<file path="src/verilog/mode_sel_pkg.sv">
// Constants shared by the operation mode selector.
// Assumes a 100 MHz system clock and a 32-bit Avalon-MM register port.
package mode_sel_pkg;
  // Clock and timing
  localparam int CLK_MHZ = 100;
  localparam int HOLD_TIME_MS = 1000;
  localparam int HOLD_CYCLES = HOLD_TIME_MS * 1000 * CLK_MHZ;
  localparam int HOLD_CNT_W = 27;
  // Register byte offsets
  localparam logic [4:0] OFS_CTRL = 5'h00;
  localparam logic [4:0] OFS_FUNC_LO = 5'h04;
  localparam logic [4:0] OFS_FUNC_HI = 5'h08;
  localparam logic [4:0] OFS_STATUS = 5'h0C;
  // Control register fields
  localparam int CTRL_RSS_LSB = 0;
  localparam int CTRL_LCD_BIT = 2;
  localparam int CTRL_LINK_SOURCE_INDICATOR_LSB = 3;
  // Reset values; terminal five carries the keypad-priority code
  localparam logic [31:0] CTRL_RST = 32'h00000000;
  localparam logic [31:0] FUNC_LO_RST = 32'h00000000;
  localparam logic [31:0] FUNC_HI_RST = 32'h00000023;
  // Run source codes
  localparam logic [1:0] RSS_KEYPAD = 2'h0;
  localparam logic [1:0] RSS_EXTERNAL = 2'h1;
  localparam logic [1:0] RSS_KEY_FWD = 2'h2;
  localparam logic [1:0] RSS_KEY_REV = 2'h3;
  // Terminal function code for keypad priority
  localparam logic [7:0] LOCK_FUNC_CODE = 8'h23;
  localparam int TERMINALS = 7;
  // Display limits
  localparam logic [31:0] SCALE_LIMIT = 32'h0001869F;
  localparam logic [7:0] BAR_FULL = 8'hFF;
  localparam int BAR_PCT = 200;
  // Operation modes
  typedef enum logic [1:0] {OP_RUNNING, OP_PROGRAMMING, OP_ALARM} op_mode_e;
endpackage
</file>
<file path="src/verilog/drive_operation_mode_selector.sv">
// Operation mode and command source selector of a drive front panel.
// Assumes keys and terminals are synchronous, debounced, high when active.
//
// The register addresses and the Avalon-MM interface to the registers were left to the implementer.
`timescale 1ns/10ps
module drive_operation_mode_selector #(
  parameter int unsigned HOLD_CYC = mode_sel_pkg::HOLD_CYCLES
) (
  // Clock and reset
  input wire logic i_mclk,
  input wire logic i_rst_n,
  // Avalon-MM register port
  input wire logic [4:0] i_address,
  input wire logic i_read,
  input wire logic i_write,
  input wire logic [31:0] i_writedata,
  input wire logic [3:0] i_byteenable,
  output logic [31:0] o_readdata,
  output logic o_waitrequest,
  // Keypad keys
  input wire logic i_key_fwd,
  input wire logic i_key_rev,
  input wire logic i_key_stop,
  input wire logic i_key_remloc,
  input wire logic i_key_prg,
  input wire logic i_key_reset,
  // Digital input terminals, one to five and two extra
  input wire logic [4:0] i_din,
  input wire logic [1:0] i_din_extra,
  // Drive side status and remote command path
  input wire logic i_alarm,
  input wire logic i_motor_driving,
  input wire logic i_remote_run_fwd,
  input wire logic i_remote_run_rev,
  input wire logic [15:0] i_remote_freq,
  input wire logic [31:0] i_display_value,
  // Bar graph sources
  input wire logic [15:0] i_out_freq,
  input wire logic [15:0] i_max_freq,
  input wire logic [15:0] i_out_current,
  input wire logic [15:0] i_rated_current,
  input wire logic [15:0] i_torque,
  input wire logic [15:0] i_rated_torque,
  // Effective commands
  output logic o_run_fwd,
  output logic o_run_rev,
  output logic [15:0] o_freq_cmd,
  output logic [1:0] o_mode,
  // Indicators
  output logic o_remote_ind,
  output logic o_local_ind,
  output logic o_keypad_src_ind,
  output logic o_link_src_ind,
  output logic o_scale_ind,
  output logic o_fwd_ind,
  output logic o_rev_ind,
  output logic o_stop_ind,
  // LCD view
  output logic o_lcd_status_view,
  output logic o_lcd_bar_view,
  output logic o_lcd_run_status,
  output logic [7:0] o_bar_freq,
  output logic [7:0] o_bar_current,
  output logic [7:0] o_bar_torque
);
  typedef mode_sel_pkg::op_mode_e op_mode_e;

  // True when the run source lets the keypad run in that direction
  function automatic logic dir_ok(input logic [1:0] rss, input logic reverse_run);
    dir_ok = (rss == mode_sel_pkg::RSS_KEYPAD) ||
      (rss == mode_sel_pkg::RSS_KEY_FWD && !reverse_run) ||
      (rss == mode_sel_pkg::RSS_KEY_REV && reverse_run);
  endfunction

  // Bar level, saturating at full scale
  function automatic logic [7:0] bar_level(input logic [15:0] val,
    input logic [17:0] full);
    logic [25:0] prod;
    prod = 26'(val) * 26'(mode_sel_pkg::BAR_FULL);
    if (full == '0 || 18'(val) >= full)
      bar_level = mode_sel_pkg::BAR_FULL;
    else
      bar_level = 8'(prod / 26'(full));
  endfunction

  // Rated value scaled to the 200% full scale
  function automatic logic [17:0] rated_full(input logic [15:0] rated);
    rated_full = 18'((32'(rated) * mode_sel_pkg::BAR_PCT) / 100);
  endfunction

  // Byte-lane merge for register writes
  function automatic logic [31:0] merge(input logic [31:0] old,
    input logic [31:0] wd, input logic [3:0] be);
    merge = old;
    for (int b = 0; b < 4; b++)
      if (be[b])
        merge[8*b +: 8] = wd[8*b +: 8];
  endfunction

  // Any terminal coded for keypad priority and asserted
  function automatic logic lock_hit(input logic [55:0] codes,
    input logic [6:0] din);
    lock_hit = 1'b0;
    for (int t = 0; t < mode_sel_pkg::TERMINALS; t++)
      if (din[t] && codes[8*t +: 8] == mode_sel_pkg::LOCK_FUNC_CODE)
        lock_hit = 1'b1;
  endfunction

  logic wait_r;
  logic [31:0] ctrl_r;
  logic [31:0] func_lo_r;
  logic [31:0] func_hi_r;
  op_mode_e op_r;
  op_mode_e op_nxt;
  logic local_r;
  logic lock_q;
  logic loc_run_r;
  logic loc_run_nxt;
  logic loc_dir_r;
  logic loc_dir_nxt;
  logic [15:0] local_freq_r;
  logic [5:0] keys_q;
  logic hold_pulse;

  // Bus decode; one wait cycle then the answer
  wire wr_go = i_write && !wait_r;
  wire rd_cap = i_read && wait_r;
  wire sel_ctrl = (i_address == mode_sel_pkg::OFS_CTRL);
  wire sel_lo = (i_address == mode_sel_pkg::OFS_FUNC_LO);
  wire sel_hi = (i_address == mode_sel_pkg::OFS_FUNC_HI);
  wire sel_st = (i_address == mode_sel_pkg::OFS_STATUS);
  wire [1:0] rss = ctrl_r[mode_sel_pkg::CTRL_RSS_LSB +: 2];
  wire lcd_view = ctrl_r[mode_sel_pkg::CTRL_LCD_BIT];
  wire [2:0] link_source_indicator_en = ctrl_r[mode_sel_pkg::CTRL_LINK_SOURCE_INDICATOR_LSB +: 3];
  wire [31:0] status_w = {25'h0, o_lcd_run_status, lock_q, loc_dir_r,
    loc_run_r, local_r, op_r};
  wire [31:0] rd_w = sel_ctrl ? ctrl_r : sel_lo ? func_lo_r :
    sel_hi ? func_hi_r : sel_st ? status_w : 32'h00000000;

  // Key press edges: fwd, rev, stop, prg, reset
  wire [5:0] keys = {1'b0, i_key_reset, i_key_prg, i_key_stop,
    i_key_rev, i_key_fwd};
  wire [5:0] press = keys & ~keys_q;

  // Remote/local hold key; long hold makes one pulse
  key_hold_timer #(
    .CNT_W(mode_sel_pkg::HOLD_CNT_W),
    .HOLD_CYC(HOLD_CYC)
  ) u_hold (
    .i_mclk(i_mclk),
    .i_rst_n(i_rst_n),
    .i_key(i_key_remloc),
    .o_held(hold_pulse)
  );

  // Priority terminal; the input overrides the key toggle
  wire lock_now = lock_hit({func_hi_r[23:0], func_lo_r},
    {i_din_extra, i_din});
  wire local_nxt = lock_now ? 1'b1 :
    (lock_q ? 1'b0 : (hold_pulse ? !local_r : local_r));
  wire to_local = !local_r && local_nxt;
  wire rem_running = i_remote_run_fwd || i_remote_run_rev;
  wire key_ok = (op_r != mode_sel_pkg::OP_ALARM) && local_r;

  // Operation mode; an alarm wins over any key
  always_comb
  begin
    op_nxt = op_r;
    if (i_alarm)
      op_nxt = mode_sel_pkg::OP_ALARM;
    else
      unique case (op_r)
        mode_sel_pkg::OP_RUNNING:
          if (press[3]) op_nxt = mode_sel_pkg::OP_PROGRAMMING;
        mode_sel_pkg::OP_PROGRAMMING:
          if (press[3]) op_nxt = mode_sel_pkg::OP_RUNNING;
        mode_sel_pkg::OP_ALARM:
          if (press[4]) op_nxt = mode_sel_pkg::OP_RUNNING;
        default: op_nxt = mode_sel_pkg::OP_RUNNING;
      endcase
  end

  // Local run command; stop key beats run keys pressed together
  always_comb
  begin
    loc_run_nxt = loc_run_r;
    loc_dir_nxt = loc_dir_r;
    if (op_r == mode_sel_pkg::OP_ALARM || !local_nxt)
      loc_run_nxt = 1'b0;
    else if (to_local)
    begin
      loc_dir_nxt = i_remote_run_rev;
      loc_run_nxt = rem_running &&
        dir_ok(rss, i_remote_run_rev);
    end
    else if (key_ok)
    begin
      if (press[2])
        loc_run_nxt = 1'b0;
      else if (press[0] && dir_ok(rss, 1'b0))
      begin
        loc_run_nxt = 1'b1;
        loc_dir_nxt = 1'b0;
      end
      else if (press[1] && dir_ok(rss, 1'b1))
      begin
        loc_run_nxt = 1'b1;
        loc_dir_nxt = 1'b1;
      end
    end
  end

  // Effective command source and panel outputs
  wire run_fwd_w = local_r ? (loc_run_r && !loc_dir_r)
    : i_remote_run_fwd;
  wire run_rev_w = local_r ? (loc_run_r && loc_dir_r) : i_remote_run_rev;
  wire [15:0] freq_w = local_r ? local_freq_r : i_remote_freq;
  wire run_stat_w = run_fwd_w || run_rev_w || i_motor_driving;
  wire keypad_source_indicator_w = local_r || (rss != mode_sel_pkg::RSS_EXTERNAL);

  // Bus slave and settings
  always_ff @(posedge i_mclk)
  begin
    if (!i_rst_n)
    begin
      wait_r <= 1'b1;
      o_readdata <= 32'h00000000;
      ctrl_r <= mode_sel_pkg::CTRL_RST;
      func_lo_r <= mode_sel_pkg::FUNC_LO_RST;
      func_hi_r <= mode_sel_pkg::FUNC_HI_RST;
    end
    else
    begin
      wait_r <= !((i_read || i_write) && wait_r);
      if (rd_cap)
        o_readdata <= rd_w;
      if (wr_go && sel_ctrl)
        ctrl_r <= merge(ctrl_r, i_writedata, i_byteenable);
      if (wr_go && sel_lo)
        func_lo_r <= merge(func_lo_r, i_writedata, i_byteenable);
      if (wr_go && sel_hi)
        func_hi_r <= merge(func_hi_r, i_writedata, i_byteenable);
    end
  end

  assign o_waitrequest = wait_r;

  // Mode state
  always_ff @(posedge i_mclk)
  begin
    if (!i_rst_n)
    begin
      op_r <= mode_sel_pkg::OP_RUNNING;
      local_r <= 1'b0;
      lock_q <= 1'b0;
      loc_run_r <= 1'b0;
      loc_dir_r <= 1'b0;
      local_freq_r <= 16'h0000;
      keys_q <= 6'h00;
    end
    else
    begin
      op_r <= op_nxt;
      local_r <= local_nxt;
      lock_q <= lock_now;
      loc_run_r <= loc_run_nxt;
      loc_dir_r <= loc_dir_nxt;
      keys_q <= keys;
      if (to_local)
        local_freq_r <= i_remote_freq;
    end
  end

  // Registered outputs
  always_ff @(posedge i_mclk)
  begin
    if (!i_rst_n)
    begin
      o_run_fwd <= 1'b0;
      o_run_rev <= 1'b0;
      o_freq_cmd <= 16'h0000;
      o_mode <= 2'h0;
      o_remote_ind <= 1'b0;
      o_local_ind <= 1'b0;
      o_keypad_src_ind <= 1'b0;
      o_link_src_ind <= 1'b0;
      o_scale_ind <= 1'b0;
      o_fwd_ind <= 1'b0;
      o_rev_ind <= 1'b0;
      o_stop_ind <= 1'b0;
      o_lcd_status_view <= 1'b0;
      o_lcd_bar_view <= 1'b0;
      o_lcd_run_status <= 1'b0;
      o_bar_freq <= 8'h00;
      o_bar_current <= 8'h00;
      o_bar_torque <= 8'h00;
    end
    else
    begin
      o_run_fwd <= run_fwd_w;
      o_run_rev <= run_rev_w;
      o_freq_cmd <= freq_w;
      o_mode <= op_r;
      o_remote_ind <= !local_r;
      o_local_ind <= local_r;
      o_keypad_src_ind <= keypad_source_indicator_w;
      o_link_src_ind <= |link_source_indicator_en;
      o_scale_ind <= i_display_value > mode_sel_pkg::SCALE_LIMIT;
      o_fwd_ind <= run_fwd_w;
      o_rev_ind <= run_rev_w;
      o_stop_ind <= !run_stat_w;
      o_lcd_status_view <= !lcd_view;
      o_lcd_bar_view <= lcd_view;
      o_lcd_run_status <= run_stat_w;
      o_bar_freq <= bar_level(i_out_freq, 18'(i_max_freq));
      o_bar_current <= bar_level(i_out_current, rated_full(i_rated_current));
      o_bar_torque <= bar_level(i_torque, rated_full(i_rated_torque));
    end
  end
endmodule // drive_operation_mode_selector

</file>
<file path="src/verilog/key_hold_timer.sv">
// Hold timer for the remote/local key.
// Assumes the key level is already synchronous and debounced.
`timescale 1ns/10ps
module key_hold_timer #(
  parameter int CNT_W = 27,
  parameter int unsigned HOLD_CYC = 100000000
) (
  // Clock and reset
  input wire logic i_mclk,
  input wire logic i_rst_n,
  // Key level and hold pulse
  input wire logic i_key,
  output logic o_held
);
  logic [CNT_W-1:0] cnt_r;
  logic [CNT_W-1:0] cnt_nxt;
  logic held_nxt;

  // Count saturates so a long hold fires only once
  assign cnt_nxt = !i_key ? '0 :
    (cnt_r == CNT_W'(HOLD_CYC)) ? cnt_r : cnt_r + 1'b1;
  assign held_nxt = i_key && (cnt_r == CNT_W'(HOLD_CYC - 1));

  // Counter and one-cycle pulse
  always_ff @(posedge i_mclk)
  begin
    if (!i_rst_n)
    begin
      cnt_r <= '0;
      o_held <= 1'b0;
    end
    else
    begin
      cnt_r <= cnt_nxt;
      o_held <= held_nxt;
    end
  end
endmodule // key_hold_timer

</file>
<file path="config.mk">
export PLATFORM = sky130hd
export DESIGN_NAME = drive_operation_mode_selector
export DESIGN_NICKNAME = d
export VERILOG_FILES = /design/src/verilog/mode_sel_pkg.sv /design/src/verilog/drive_operation_mode_selector.sv /design/src/verilog/key_hold_timer.sv
export SDC_FILE = /design/constraint.sdc
export NUM_CORES = 2
export LEC_CHECK = 0
export ABC_AREA = 1
export BUFFER_PORTS_ARGS = -buffer_cell sky130_fd_sc_hd__buf_2
export CORE_MARGIN = 2
export CORE_UTILIZATION = 35
export CTS_CLUSTER_DIAMETER = 100
export DETAILED_ROUTE_END_ITERATION = 8
export GPL_ROUTABILITY_DRIVEN = 0
export HOLD_SLACK_MARGIN = 0.03
export PLACE_DENSITY = 0.5
export SYNTH_ARGS = -nofsm -noshare
export SYNTH_HDL_FRONTEND = slang
export SYNTH_SLANG_ARGS = --single-unit
</file>
<file path="constraint.sdc">
create_clock -name i_mclk -period 124.7 [get_ports i_mclk]
set_input_delay 12.47 -clock i_mclk [delete_from_list [all_inputs] [get_ports i_mclk]]
set_output_delay 12.47 -clock i_mclk [all_outputs]
set_load 0.05 [all_outputs]
</file>
==> results.md <==
* Status: finished, final reports clean
* Top cell by count, worst path: nand2_1
* Max-cap violations at 0
* Layout area overhead at 7.47%
* Initial antenna violation count at 16
* Die Y at 457 um
* Largest net degree at the start of global routing at 72
* Synth Register Bits at 237
* Global route overflow at 0
* Primary FF master, synth: dfxtp_1
* Final instance area at 77,100 sq um
* Final non-filler cell total at 14,000
* Cell Area, Synth at 71,700 sq um
* Htree depth at 1
* Share of post-route cells with drive strength above 1 at 0.0922
* Setup TNS at 0 ns
* Post-CTS Setup Bufs at 0
* Ranking of synthesized cells by area: ha_1 21%, nand2_1 11%, inv_1 9.4%, a21oi_1 6.7%, dfxtp_1 6.6%
* # fillers at 22,000
* Remaining antenna violation count at 0
* CTS tree: done
* Final hold vios at 0
* Core box area at 204,000 sq um
* Critical path's slowest cell: inv_1
* Slew @ Worst Pin at 1.18 ns
* Crit path max fanout at 36
* Clock tree sinks at 237
* Clk buf depth at 3
* # hold bufs at CTS at 0
* Gr usage total at 0.174
* Number of global-route vias before repair at 65,500
* Hold Crit Class: flop to flop
* Unrepaired setup endpoints after global routing: false
* Full die area at 209,000 sq um
* CP Class: primary input to flop
* IO Pins at 294
* First-pass GRT wire length at 315 mm
* Initial core utilization at 0.351
* Clk pin slew, worst setup/hold paths at 0.06 ns
* Nature of the critical path endpoint: flop
* Netlist cell types at 86
* YS warnings at 0
* Endpoint arrival time on the critical path at 107.51 ns
* Worst hold margin at 0.428 ns
* Iter 0 DRT Violations at 3,016
* Placed cells at 13,900
* Crit path largest cell delay at 0.64 ns
* Mean Syn Cell Area at 6.49 sq um
* Wirelength per Cell at 13.3 um
* Via Count at 68,100
* Post-DR vias/cell at 4.88
* Worst Setup Start Kind: primary input
* Drc violations at 0
* CTS resizes at 0
* Fin crit period at 107.03 ns
* Register area share after synthesis at 0.0662
* Worst endpoint required time at 125.18 ns
* Number of buffers created by CTS at 28
* Area leader, netlist: ha_1
* Port bufs at 288
* Synth Instances at 11,100
* Post-synth EDFFs at 0
* Max Slew Vio Count at 0
* F_max at 0.00934 GHz
* Latest clock arrival within the worst-skew pair at 0.61 ns
* Width of the die at 457 um
* DPL Wire Length at 156 mm
* DRT Wirelength at 185 mm
* DRT Pass-1 Iters at 5
* Row count at 166
* Number of nets in the layout at 12,900
* Top cells by count, synth: 2,130 x nand2_1, 1,788 x inv_1, 1,225 x ha_1, 967 x a21oi_1, 818 x o21ai_0
* Placed inst area at 76,100 sq um
* Clock skew at 0.0459 ns
* Share of the synthesized area in the top cell type at 0.214
* Setup violators final at 0
* Most common cell in the netlist: nand2_1
* Share of flip-flops with an asynchronous set or reset at 0
* Slew margin rel. at 0.213
* Clock Root Buffer: clkbuf_16
* Fin crit share at 0.858
## critical path: cells and delay by family
| kind | cells | cell delay, ns |
|---|---|---|
| compound gates | 221 | 40.11 |
| buf+inv | 136 | 17.17 |
| simple gates | 242 | 27.86 |
| xor+xnor | 1 | 0.17 |
| fa+ha+maj | 29 | 9.25 |
## cell type report
type,instances,area (sq um),area share
clock buffer,35,767,0.00995
multi-input combinational,8761,59000,0.766
clock inverter,16,173,0.00224
inverter,1871,7070,0.0918
timing repair buffer,347,1890,0.0245
sequential,237,4740,0.0616
antenna,6,15.0,0.000195
tap,2688,3360,0.0436
## cells in the final DEF, fill, tap and decap left out, drive strengths merged, types with 8 or more instances in the layout
cell type,count
o221ai,13
dfxtp,237
clkbuf,35
o22ai,8
fa,232
a221oi,10
nand4,179
and2,14
buf,347
xnor2,287
clkinv,39
o31ai,36
inv,1845
o21a,20
nand3b,38
a21oi,975
nand2,2399
or2,140
nor4,33
nor3,72
a21o,98
a211oi,19
o21ai,934
ha,1225
a31oi,33
xor2,464
o211ai,22
nand3,524
nor2,828
o21bai,104
## registers in the layout, summed over array words and instances (netlist names), 2 cells and up
| register | cells |
|---|---|
| ctrl_r | 32 |
| func_hi_r | 32 |
| func_lo_r | 32 |
| o_readdata | 32 |
| u_hold.cnt_r | 27 |
| local_freq_r | 16 |
| o_freq_cmd | 16 |
| o_bar_current | 8 |
| o_bar_freq | 8 |
| o_bar_torque | 8 |
| keys_q | 5 |
| o_mode | 2 |
| op_r | 2 |
## cell families (layout without fill, tap and decap cells)
group / Yosys count / after routing / synth area share
multiplexers: 4 / 4 / 0.000558
other: 1 / 12 / 0.0000523
buffers and inverters: 2059 / 2269 / 0.111
adder cells (fa/ha/maj): 1457 / 1457 / 0.279
flip-flops: 237 / 237 / 0.0662
AND/OR/NAND/NOR: 4239 / 4239 / 0.275
AO/OA/AOI/OAI: 2304 / 2304 / 0.176
XOR/XNOR: 751 / 751 / 0.0922
## path summary, 6_finish.rpt
| check | startpoint | endpoint | slack [ns] | depth (start not counted) |
|---|---|---|---|---|
| setup / recovery | i_rated_torque[9] | o_bar_torque[0] | 17.67 | 629 |
| hold / removal | op_r[1] | o_mode[1] | 0.43 | 2 |
| setup reg to reg | func_hi_r[16] | loc_run_r | 121.46 | 14 |
| hold reg to reg | op_r[1] | o_mode[1] | 0.43 | 2 |
## per-stage QoR
| stage | setup WS (ns) | utilization |
|---|---|---|
| after floorplan | 31.56 | - |
| after global placement | 18.00 | 0.373 |
| after detailed placement | 16.64 | 0.373 |
| after CTS | 16.95 | 0.377 |
| after global routing | 4.87 | 0.377 |
| final | 17.67 | 0.377 |
## metal layers
layer / global-route usage / vias up / wire (um)
met5: 0 / - / 145
met4: 0.0255 / 24 / 2870
met3: 0.0131 / 140 / 5210
met2: 0.307 / 718 / 85500
met1: 0.236 / 30600 / 91600
li1: - / 36600 / -
Power is left out: the tool's default activity adds up to more than one toggle a clock period on the data nets, which glitch-free logic cannot reach.
